--- src/include/pmi_regs.svh ---
`ifndef PMI_REGS_SVH
`define PMI_REGS_SVH

// Configuration offsets on the link
`define PMI_CAP_OFS      8'h46
`define PMI_CSR_OFS      8'h48
// Control/status field positions
`define PMI_CSR_WSTS     15
`define PMI_CSR_WEN      8
`define PMI_CSR_ST_HI    1
`define PMI_CSR_ST_LO    0
// Power state codes
`define PMI_ST_D0        2'h0
`define PMI_ST_D1        2'h1
`define PMI_ST_D3HOT     2'h3
// Capability word fixed parts
`define PMI_CAP_HI_VAL   6'h19
`define PMI_CAP_VER_VAL  3'h1
// Internal function reset length after leaving D3hot
`define PMI_FRST_CYCLES  3'h4
// Controller register byte addresses
`define PMI_HR_CTRL      8'h00
`define PMI_HR_WDATA     8'h04
`define PMI_HR_STAT      8'h08
`define PMI_HR_RDATA     8'h0C
`define PMI_HR_ISR       8'h10
`define PMI_HR_IMR       8'h14
// Controller field positions
`define PMI_CTRL_WE      8
`define PMI_CTRL_GO      9
`define PMI_EV_DONE      0
`define PMI_EV_WAKE      1
`define PMI_EV_REFUSED   2
`endif

--- src/include/pmi_pkg.sv ---
package pmi_pkg;
  // Controller access sequencer
  typedef enum logic [1:0] {
    PMI_IDLE = 2'b00,
    PMI_REQ  = 2'b01,
    PMI_GAP  = 2'b10
  } pmi_fsm_t;

  // Device end state
  typedef struct packed {
    logic        ack;
    logic [15:0] rdata;
    logic        wake_status;
    logic        wake_enable;
    logic [1:0]  power_state;
    logic        wake_out;
    logic [2:0]  frst_cnt;
    logic        frst;
  } pmi_dev_state_t;

  // Controller end state
  typedef struct packed {
    pmi_fsm_t    fsm;
    logic [7:0]  ofs;
    logic        we;
    logic [15:0] wdata;
    logic [15:0] rdata;
    logic        refused;
    logic [2:0]  isr;
    logic [2:0]  imr;
    logic        wake_q;
    logic        wb_ack;
    logic [31:0] wb_dat;
    logic        irq;
    logic        req;
  } pmi_host_state_t;
endpackage

--- src/include/pmi_link_if.sv ---
interface pmi_link_if;
  logic        req;
  logic        we;
  logic [7:0]  addr;
  logic [15:0] wdata;
  logic        ack;
  logic [15:0] rdata;
  logic        wake;

  modport dev (
    input  req,
    input  we,
    input  addr,
    input  wdata,
    output ack,
    output rdata,
    output wake
  );

  modport host (
    output req,
    output we,
    output addr,
    output wdata,
    input  ack,
    input  rdata,
    input  wake
  );
endinterface

--- src/hw/pmi_host.sv ---
`include "pmi_regs.svh"

module pmi_host (
  input  wire logic        CLOCK,
  input  wire logic        RESETN,
  pmi_link_if.host         LINK,
  input  wire logic        WB_CYC_I,
  input  wire logic        WB_STB_I,
  input  wire logic        WB_WE_I,
  input  wire logic [7:0]  WB_ADR_I,
  input  wire logic [3:0]  WB_SEL_I,
  input  wire logic [31:0] WB_DAT_I,
  output logic [31:0]      WB_DAT_O,
  output logic             WB_ACK_O,
  output logic             IRQ
);

  pmi_pkg::pmi_host_state_t st;
  pmi_pkg::pmi_host_state_t next_st;

  // Byte-lane merge for a 16-bit field
  function automatic logic [15:0] lane16(
    input logic [15:0] old,
    input logic [31:0] d,
    input logic [3:0]  sel
  );
    logic [15:0] w;
    w = old;
    if (sel[0]) begin
      w[7:0] = d[7:0];
    end
    if (sel[1]) begin
      w[15:8] = d[15:8];
    end
    return w;
  endfunction

  logic        wb_hit;
  logic        wb_wr;
  logic        go;
  logic        bad_state;
  logic [2:0]  ev;
  logic [15:0] ctrl_new;

  always_comb begin
    next_st   = st;
    wb_hit    = WB_CYC_I && WB_STB_I && !st.wb_ack;
    wb_wr     = wb_hit && WB_WE_I;
    ev        = 3'h0;
    go        = 1'b0;
    bad_state = 1'b0;
    ctrl_new  = lane16({7'h00, st.we, st.ofs}, WB_DAT_I, WB_SEL_I);

    // Classic Wishbone: ack one cycle after the strobe, dropped next cycle
    next_st.wb_ack = wb_hit;
    if (wb_hit && !WB_WE_I) begin
      if (WB_ADR_I == `PMI_HR_CTRL) begin
        next_st.wb_dat = {22'h00_0000, 1'b0, st.we, st.ofs};
      end else if (WB_ADR_I == `PMI_HR_WDATA) begin
        next_st.wb_dat = {16'h0000, st.wdata};
      end else if (WB_ADR_I == `PMI_HR_STAT) begin
        next_st.wb_dat = {29'h0000_0000, st.refused, st.wake_q, st.fsm != pmi_pkg::PMI_IDLE};
      end else if (WB_ADR_I == `PMI_HR_RDATA) begin
        next_st.wb_dat = {16'h0000, st.rdata};
      end else if (WB_ADR_I == `PMI_HR_ISR) begin
        next_st.wb_dat = {29'h0000_0000, st.isr};
      end else if (WB_ADR_I == `PMI_HR_IMR) begin
        next_st.wb_dat = {29'h0000_0000, st.imr};
      end else begin
        next_st.wb_dat = 32'h0000_0000;
      end
    end

    // Register writes; go is ignored while an access is in flight
    if (wb_wr) begin
      if (WB_ADR_I == `PMI_HR_CTRL) begin
        if (st.fsm == pmi_pkg::PMI_IDLE) begin
          next_st.ofs = ctrl_new[7:0];
          next_st.we  = ctrl_new[`PMI_CTRL_WE];
          go          = WB_SEL_I[1] && WB_DAT_I[`PMI_CTRL_GO];
        end
      end else if (WB_ADR_I == `PMI_HR_WDATA) begin
        if (st.fsm == pmi_pkg::PMI_IDLE) begin
          next_st.wdata = lane16(st.wdata, WB_DAT_I, WB_SEL_I);
        end
      end else if (WB_ADR_I == `PMI_HR_ISR) begin
        if (WB_SEL_I[0]) begin
          next_st.isr = st.isr & ~WB_DAT_I[2:0];
        end
      end else if (WB_ADR_I == `PMI_HR_IMR) begin
        if (WB_SEL_I[0]) begin
          next_st.imr = WB_DAT_I[2:0];
        end
      end
    end

    // Never ask the device for D1
    bad_state = next_st.we && (next_st.ofs == `PMI_CSR_OFS) &&
                (next_st.wdata[`PMI_CSR_ST_HI:`PMI_CSR_ST_LO] == `PMI_ST_D1);

    // Link sequencer: hold request until ack, then one idle cycle
    case (st.fsm)
      pmi_pkg::PMI_IDLE: begin
        if (go && bad_state) begin
          next_st.refused = 1'b1;
          ev[`PMI_EV_REFUSED] = 1'b1;
        end else if (go) begin
          next_st.refused = 1'b0;
          next_st.req     = 1'b1;
          next_st.fsm     = pmi_pkg::PMI_REQ;
        end
      end
      pmi_pkg::PMI_REQ: begin
        if (LINK.ack) begin
          next_st.req = 1'b0;
          if (!st.we) begin
            next_st.rdata = LINK.rdata;
          end
          ev[`PMI_EV_DONE] = 1'b1;
          next_st.fsm      = pmi_pkg::PMI_GAP;
        end
      end
      pmi_pkg::PMI_GAP: begin
        next_st.fsm = pmi_pkg::PMI_IDLE;
      end
      default: begin
        next_st.fsm = pmi_pkg::PMI_IDLE;
        next_st.req = 1'b0;
      end
    endcase

    // Rising wake line is an event; software clears it with a W1C
    // status write that it issues through CTRL/WDATA
    next_st.wake_q = LINK.wake;
    ev[`PMI_EV_WAKE] = LINK.wake && !st.wake_q;

    // Set wins over a clear in the same cycle
    next_st.isr = next_st.isr | ev;
    next_st.irq = |(next_st.isr & next_st.imr);
  end

  // Enable of wake starts cleared on the device; nothing to restore here
  always_ff @(posedge CLOCK or negedge RESETN) begin
    if (!RESETN) begin
      st.fsm     <= pmi_pkg::PMI_IDLE;
      st.ofs     <= 8'h00;
      st.we      <= 1'b0;
      st.wdata   <= 16'h0000;
      st.rdata   <= 16'h0000;
      st.refused <= 1'b0;
      st.isr     <= 3'h0;
      st.imr     <= 3'h0;
      st.wake_q  <= 1'b0;
      st.wb_ack  <= 1'b0;
      st.wb_dat  <= 32'h0000_0000;
      st.irq     <= 1'b0;
      st.req     <= 1'b0;
    end else begin
      st <= next_st;
    end
  end

  assign LINK.req   = st.req;
  assign LINK.we    = st.we;
  assign LINK.addr  = st.ofs;
  assign LINK.wdata = st.wdata;
  assign WB_DAT_O   = st.wb_dat;
  assign WB_ACK_O   = st.wb_ack;
  assign IRQ        = st.irq;

endmodule

--- src/flat_wrapper.sv ---
// flat-port wrapper written by rule: the top's interface ports become plain ports
module pmi_host_flat 
  (CLOCK, RESETN, WB_CYC_I, WB_STB_I, WB_WE_I, WB_ADR_I, WB_SEL_I, WB_DAT_I, WB_DAT_O, WB_ACK_O, IRQ, LINK_req, LINK_we, LINK_addr, LINK_wdata, LINK_ack, LINK_rdata, LINK_wake);
  pmi_link_if LINK_i ();
  input  wire logic CLOCK;
  input  wire logic RESETN;
  input  wire logic WB_CYC_I;
  input  wire logic WB_STB_I;
  input  wire logic WB_WE_I;
  input  wire logic [7:0] WB_ADR_I;
  input  wire logic [3:0] WB_SEL_I;
  input  wire logic [31:0] WB_DAT_I;
  output logic [31:0] WB_DAT_O;
  output logic WB_ACK_O;
  output logic IRQ;
  output wire logic [$bits(LINK_i.req)-1:0] LINK_req;
  output wire logic [$bits(LINK_i.we)-1:0] LINK_we;
  output wire logic [$bits(LINK_i.addr)-1:0] LINK_addr;
  output wire logic [$bits(LINK_i.wdata)-1:0] LINK_wdata;
  input wire logic [$bits(LINK_i.ack)-1:0] LINK_ack;
  input wire logic [$bits(LINK_i.rdata)-1:0] LINK_rdata;
  input wire logic [$bits(LINK_i.wake)-1:0] LINK_wake;
  assign LINK_req = LINK_i.req;
  assign LINK_we = LINK_i.we;
  assign LINK_addr = LINK_i.addr;
  assign LINK_wdata = LINK_i.wdata;
  assign LINK_i.ack = LINK_ack;
  assign LINK_i.rdata = LINK_rdata;
  assign LINK_i.wake = LINK_wake;
  pmi_host u_core (.CLOCK(CLOCK), .RESETN(RESETN), .LINK(LINK_i), .WB_CYC_I(WB_CYC_I), .WB_STB_I(WB_STB_I), .WB_WE_I(WB_WE_I), .WB_ADR_I(WB_ADR_I), .WB_SEL_I(WB_SEL_I), .WB_DAT_I(WB_DAT_I), .WB_DAT_O(WB_DAT_O), .WB_ACK_O(WB_ACK_O), .IRQ(IRQ));
endmodule
--- config.mk ---
export PLATFORM = sky130hd
export DESIGN_NAME = pmi_host_flat
export DESIGN_NICKNAME = d
export VERILOG_FILES = /design/src/include/pmi_pkg.sv /design/src/include/pmi_link_if.sv /design/src/hw/pmi_host.sv /design/src/flat_wrapper.sv
export VERILOG_INCLUDE_DIRS = /design/src /design/src/include
export SDC_FILE = /design/constraint.sdc
export NUM_CORES = 1
export LEC_CHECK = 0
export ABC_AREA = 0
export BUFFER_PORTS_ARGS = -buffer_cell sky130_fd_sc_hd__buf_2
export CAP_MARGIN = 20
export CORE_MARGIN = 10
export CORE_UTILIZATION = 44
export DETAILED_ROUTE_END_ITERATION = 12
export PLACE_DENSITY = 0.72
export SLEW_MARGIN = 20
export SYNTH_ARGS = -nofsm -noshare
export SYNTH_HDL_FRONTEND = slang
export SYNTH_SLANG_ARGS = --single-unit
--- constraint.sdc ---
create_clock -name CLOCK -period 5.1 [get_ports CLOCK]
set_input_delay 0.51 -clock CLOCK [delete_from_list [all_inputs] [get_ports CLOCK]]
set_output_delay 0.51 -clock CLOCK [all_outputs]
set_load 0.005 [all_outputs]
==> results of run 1 <==
flip-flops by register name, summed over array words and instances (netlist names):
register           cells
u_core.LINK.addr       8
u_core.WB_ACK_O        1
u_core.LINK.we         1
u_core.WB_DAT_O       16
u_core.IRQ             1
u_core.LINK.req        1
u_core.st             26
u_core.LINK.wdata     16
cells by family after synthesis:
| kind of cell | after synthesis |
|---|---|
| DFF | 70 |
| buffers and inverters | 70 |
| AOI/OAI and AO/OA | 49 |
| other | 1 |
| and+or+nand+nor | 60 |
| muxes | 46 |
final cells by class:
cell class                 instances  area [sq um]
multi-input combinational        171          1310
sequential                        70          1750
timing repair buffer              98           505
inverter                           7          26.3
tap                              102           128
clock inverter                     2          10.0
fill                             720          3810
clock buffer                      12           145
per-stage QoR:
| step | utilization | power (uW) |
|---|---|---|
| 6_report | 0.504 | 1080 |
| 5_1_grt | 0.504 | 1130 |
| 4_1_cts | 0.504 | 1100 |
| 3_5_place_dp | 0.484 | 720 |
| 3_3_place_gp | 0.484 | 716 |
| 2_1_floorplan | - | 687 |
metal layers:
| layer | GRT usage | vias up | wire length [microns] |
|---|---|---|---|
| met1 | 0.179 | 1186 | 3520 |
| met2 | 0.230 | 83 | 4090 |
| met3 | 0.0425 | 9 | 777 |
| li1 | - | 1123 | - |
| met4 | 0.0565 | 0 | 112 |
| met5 | 0 | - | 0 |
synth_stat cells, types with 2 or more instances:
library cell,count,area [sq um]
sky130_fd_sc_hd__a21oi_1,16,80.1
sky130_fd_sc_hd__a222oi_1,10,100
sky130_fd_sc_hd__mux2_2,44,495
sky130_fd_sc_hd__a22oi_1,10,75.1
sky130_fd_sc_hd__nor3_1,3,15.0
sky130_fd_sc_hd__o21ai_0,2,10.0
sky130_fd_sc_hd__nor2_1,26,97.6
sky130_fd_sc_hd__a31oi_1,4,25.0
sky130_fd_sc_hd__inv_1,7,26.3
sky130_fd_sc_hd__mux2i_1,2,20.0
sky130_fd_sc_hd__nor4_1,3,18.8
sky130_fd_sc_hd__nand2_1,6,22.5
sky130_fd_sc_hd__clkbuf_1,7,26.3
sky130_fd_sc_hd__nor4_2,2,25.0
sky130_fd_sc_hd__dfrtp_1,70,1750
sky130_fd_sc_hd__nand3b_1,3,22.5
sky130_fd_sc_hd__or4b_2,2,20.0
sky130_fd_sc_hd__buf_4,56,420
final timing paths:
check                                 endpoint  slack [ps]
min reg2reg                    u_core.LINK.req         510
min in group asynchronous        u_core.st[55]         380
max reg2reg                    u_core.LINK.req        2650
max in group asynchronous  u_core.LINK.addr[3]        4140
max                            u_core.LINK.req        2490
min                              u_core.st[35]         290
cell usage in the layout (no fill, tap or decap), types with 3 or more instances in the layout:
master,n
sky130_fd_sc_hd__a31oi_1,4
sky130_fd_sc_hd__buf_4,6
sky130_fd_sc_hd__nor4_1,3
sky130_fd_sc_hd__a222oi_1,10
sky130_fd_sc_hd__buf_2,92
sky130_fd_sc_hd__mux2_2,44
sky130_fd_sc_hd__nand2_1,6
sky130_fd_sc_hd__nor3_1,3
sky130_fd_sc_hd__conb_1,16
sky130_fd_sc_hd__clkbuf_8,10
sky130_fd_sc_hd__nand3b_1,3
sky130_fd_sc_hd__a21oi_1,16
sky130_fd_sc_hd__a22oi_1,10
sky130_fd_sc_hd__dfrtp_1,70
sky130_fd_sc_hd__inv_1,7
sky130_fd_sc_hd__nor2_1,25
report_power, final:
part	internal (uW)	switching, uW	leakage (uW)
logic	48.6	62.7	0.00100
registers	582	13.3	0.000931
clock network	183	189	0.0000821
==> impl_metrics.csv, run 1 <==
group,metric,value,unit
outcome,status,"completed",
floorplanning,std_cell_rows,32,
worst_setup_path,timing.reg2reg.worst_path_depth,6,
worst_setup_path,crit-reg2reg-launch,"u_core.WB_ACK_O",
synthesis,parity_gate_share_of_the_synthesized_area_counting_xor_and_xnor_cells,0,
timing,slew-limit-headroom,0.407,
clock_tree,tritoncts,"yes",
routing,wl_per_cell,18.4,microns
worst_setup_path,crit_path_cell_trace,"buf_2 -> nor4_1 -> nand4_2 -> mux2i_1 -> a2111o_1 -> a22o_1",
synthesis,synthesis.area_per_instance,11.7,sq um
timing,period_minus_slack,2610,ps
synthesis,yosys_warnings,0,
global_route,globalRouteOverflowTotal,0,
layout,final_cell_count_no_fill,462,
placed_design,placed_cells,448,
timing,slew_viol_final,0,
routing,wirelength,8500,microns
global_route,grt_antenna_before_repair,0,
timing,final-setup-viol-count,0,
timing,whs,290,ps
clock_tree,worst_skew_pair_latency,340,ps
worst_setup_path,worst_setup_path_start_kind,"primary input",
floorplanning,fp.dieArea,11800,sq um
clock_tree,path_clk_slew,70,ps
synthesis,synth-compound-area-share,0.0995,
worst_setup_path,setup.worst_path.end_class,"flop",
worst_setup_path,crit_buf_inv,1,
synthesis,synth-seq-area-share,0.505,
synthesis,synth_mux_area_frac,0.148,
placed_design,final_hpwl_dp,6400,microns
synthesis,proportion_of_synthesized_flip_flops_having_asynchronous_set_or_reset,1.00,
placed_design,placement.io_buffers,92,
worst_setup_path,timing.critical_path.from,"WB_ADR_I[1]",
clock_tree,holdBufCountCts,0,
worst_hold_path,worst_hold_launch,"LINK_wake",
worst_setup_path,crit_cells,6,
timing,worst-slew-pin-transition,889,ps
timing,final_critical_path_setup_slack,2490,ps
layout,final_area,3870,sq um
synthesis,synth.ff_latch_count,70,
layout,insertedDiodeCount,0,
placed_design,placement.cell_area,3720,sq um
global_route,maximum_number_of_pins_on_one_net_before_global_route_repair,71,
floorplanning,fp.dieW,109,microns
synthesis,synth_top_family_by_area,"multiplexers",
placed_design,dp_slack,2140,ps
job,max_cap_viol_count,0,
clock_tree,root_buffer,"sky130_fd_sc_hd__clkbuf_8",
synthesis,post_synth_instance_area,3470,sq um
synthesis,synthFlopType,"sky130_fd_sc_hd__dfrtp_1",
timing,post-route-period-util,0.512,
synthesis,synth_edf_count,0,
layout,finish.net_count,424,
clock_tree,post_cts.resized_instances,0,
synthesis,synthAdderAreaFrac,0,
synthesis,syn_inst,296,
worst_setup_path,critical_path_peak_fanout,10,
clock_tree,htree_levels,3,
global_route,grt_usage,0.144,
timing,rsz0062_at_grt,"no",
timing,fin_setup_tns,0,ps
routing,route.antenna.remaining_nets,0,
routing,drt_pass1_iterations,4,
floorplanning,floorplan.initialDensity,0.452,
pwr,power_per_cell_area,279,nW/um^2
routing,vias,2401,
pwr,irDropWorstVdd,198,uV
global_route,number_of_global_route_vias_before_repair,2555,
worst_setup_path,path_class,"in2reg",
floorplanning,design.core.area,7690,sq um
placed_design,finalWeightedCongestion,0.825,
layout,layout-drive-gt1-share,0.467,
clock_tree,max-clock-path-buffers,2,
pwr,p_leak,0.00201,uW
global_route,wire_length_of_the_first_global_routing_pass,13300,microns
timing,clock-skew-final,8.78,ps
floorplanning,floorplan.io_pins,127,
worst_setup_path,worstPathArrival,2840,ps
clock_tree,cts_buffers,9,
layout,area.growth.synth_to_final,11.5,%
floorplanning,floorplan.die.height,109,microns
routing,drc,0,
clock_tree,tritoncts_num_sinks,70,
worst_hold_path,hold_path_class,"in2reg",
routing,detail_route.vias_per_cell,5.20,
clock_tree,cts_setup_buffers,0,
synthesis,post_synth_and_or_nand_nor_area_fraction,0.110,
timing,timing.fmax,0.383,GHz
routing,drt_iter0_markers,114,
worst_hold_path,hold_path_depth,1,
worst_setup_path,critPathRequiredTime,5320,ps
synthesis,yosys.cell_types.count,41,
worst_setup_path,cp_top_family,"simple AND/OR/NAND/NOR gates",
timing,final-hold-violation-count,0,
worst_setup_path,crit_slowest_cell,"sky130_fd_sc_hd__nor4_1",
worst_setup_path,slowest_delay,710,ps
No activity file was read; power rests on OpenSTA's default activity.
==> run 2, diff against run 1 <==
clock period = 2.6 ns   (was 5.1 ns; I/O delays follow)
==> run 2 against run 1 <==
Compared with the run above:
- first-iteration DRC count fell by 24%
- non-clock buffer count rose by 6
- cell area rose by 2.3%
- final cell count rose by 1.7%
- critical endpoint is now u_core.IRQ
==> impl_metrics.csv, run 2 (synthesis results as in run 1) <==
group,metric,value,unit
worst_setup_path,crit_slowest_cell,"sky130_fd_sc_hd__nor4_2",
timing,slew_viol_final,0,
pwr,p_leak,0.00206,uW
floorplanning,floorplan.initialDensity,0.452,
timing,timing.fmax,0.469,GHz
global_route,globalRouteOverflowTotal,0,
worst_setup_path,worstPathArrival,2340,ps
outcome,status,"completed",
global_route,maximum_number_of_pins_on_one_net_before_global_route_repair,71,
routing,vias,2440,
timing,period_minus_slack,2130,ps
timing,post-route-period-util,0.820,
global_route,grt_usage,0.145,
clock_tree,tritoncts_num_sinks,70,
layout,layout_common_cells,"sky130_fd_sc_hd__buf_2, sky130_fd_sc_hd__dfrtp_1, sky130_fd_sc_hd__mux2_2",
floorplanning,design.core.area,7690,sq um
routing,drt_pass1_iterations,4,
timing,whs,34.0,ps
routing,route.antenna.remaining_nets,0,
layout,area.growth.synth_to_final,14.1,%
clock_tree,root_buffer,"sky130_fd_sc_hd__clkbuf_8",
clock_tree,htree_levels,3,
floorplanning,floorplan.io_pins,127,
floorplanning,fp.dieArea,11800,sq um
clock_tree,tritoncts,"yes",
layout,largest_register_ffs,26,
global_route,wire_length_of_the_first_global_routing_pass,13500,microns
worst_setup_path,critical_path_peak_fanout,4,
clock_tree,max-clock-path-buffers,2,
timing,clock-skew-final,9.28,ps
clock_tree,holdBufCountCts,0,
worst_setup_path,crit_buf_inv,1,
timing,fin_setup_tns,0,ps
timing,final-setup-viol-count,0,
layout,final_cell_count_no_fill,470,
worst_setup_path,setup.worst_path.end_class,"flop",
timing,slew-limit-headroom,0.407,
layout,layout.filler_cells,707,
floorplanning,floorplan.die.height,109,microns
layout,multi_input_comb_area,1310,sq um
clock_tree,worst_skew_pair_latency,340,ps
job,max_cap_viol_count,0,
worst_setup_path,critPathRequiredTime,2810,ps
placed_design,placed_cells,454,
clock_tree,cts_buffers,9,
worst_setup_path,slowest_delay,410,ps
placed_design,finalWeightedCongestion,0.809,
pwr,power_per_cell_area,570,nW/um^2
routing,drc,0,
placed_design,placement.io_buffers,92,
clock_tree,cts_setup_buffers,0,
layout,register_with_the_most_flip_flops,"u_core.st",
timing,final-hold-violation-count,0,
clock_tree,path_clk_slew,80,ps
worst_hold_path,hold_path_class,"in2reg",
global_route,grt_antenna_before_repair,0,
timing,worst-slew-pin-transition,890,ps
layout,finish.net_count,430,
worst_setup_path,crit_path_cell_trace,"nand3b_1 -> buf_4 -> nor4_2 -> mux2_2 -> a222oi_1 -> o21ai_1",
layout,insertedDiodeCount,0,
layout,layout-drive-gt1-share,0.484,
routing,wl_per_cell,18.2,microns
floorplanning,std_cell_rows,32,
clock_tree,post_cts.resized_instances,0,
worst_setup_path,cp_top_family,"simple AND/OR/NAND/NOR gates",
global_route,number_of_global_route_vias_before_repair,2627,
layout,storage_cell_area,1750,sq um
pwr,irDropWorstVdd,317,uV
worst_setup_path,worst_setup_path_start_kind,"flop",
routing,wirelength,8540,microns
worst_setup_path,path_class,"reg2reg",
timing,rsz0062_at_grt,"no",
routing,drt_iter0_markers,87,
layout,most_frequent_standard_cell_in_the_layout_excluding_fill_and_tap_cells,"sky130_fd_sc_hd__buf_2",
placed_design,final_hpwl_dp,6430,microns
routing,detail_route.vias_per_cell,5.19,
floorplanning,fp.dieW,109,microns
[run 2: cell count changes in the layout (fill, tap and decap cells not counted)]
cell and change:
sky130_fd_sc_hd__clkinvlp_4 +1, sky130_fd_sc_hd__clkbuf_1 -2, sky130_fd_sc_hd__bufinv_16 +1, sky130_fd_sc_hd__clkinv_2 +1
sky130_fd_sc_hd__clkinv_4 +1, sky130_fd_sc_hd__buf_4 +6
[run 2: where the power goes]
group	leakage, uW	switching, uW	internal [uW]
Combinational	0.00103	124	97.0
Sequential	0.000931	25.9	1140
Clock	0.000102	405	465
[run 2: path summary, 6_finish.rpt]
path	startpoint	endpoint	slack [ps]	cells after the start
min	LINK_wake	u_core.st[35]	30	1
min in group asynchronous	RESETN	u_core.st[58]	110	2
max reg2reg	u_core.WB_ACK_O	u_core.IRQ	470	6
max	u_core.WB_ACK_O	u_core.IRQ	470	6
min reg2reg	u_core.LINK.req	u_core.LINK.req	500	1
max in group asynchronous	RESETN	u_core.WB_DAT_O[7]	1890	2
[run 2: cell type report]
cell class / instances / share of cell area
Clock buffer: 10 / 0.0347
Timing Repair Buffer: 104 / 0.139
Inverter: 7 / 0.00663
Tap cell: 102 / 0.0322
Multi-Input combinational cell: 171 / 0.330
Sequential cell: 70 / 0.442
Clock inverter: 6 / 0.0155
[run 2: worst register-to-register path, delay by kind of cell (launching register included)]
kind | cells | cell delay (ps)
compound gates | 2 | 430
mux | 1 | 390
simple gates | 2 | 610
flops | 1 | 390
buf+inv | 1 | 180
[run 2: metal layers]
metal	global-route usage	wire length, microns
met5	0	0
met4	0.0565	130
met3	0.0413	827
met2	0.242	4170
met1	0.175	3410
[run 2: stage by stage]
| step | util | total power, uW | cell area (sq um) | setup slack [ps] |
|---|---|---|---|---|
| 2_1_floorplan | - | 1350 | 3530 | 397 |
| 3_3_place_gp | 0.489 | 1410 | 3760 | 158 |
| 3_5_place_dp | 0.489 | 1420 | 3760 | 155 |
| 4_1_cts | 0.515 | 2300 | 3960 | 474 |
| 5_1_grt | 0.515 | 2360 | 3960 | 370 |
| 6_report | 0.515 | 2260 | 3960 | 468 |
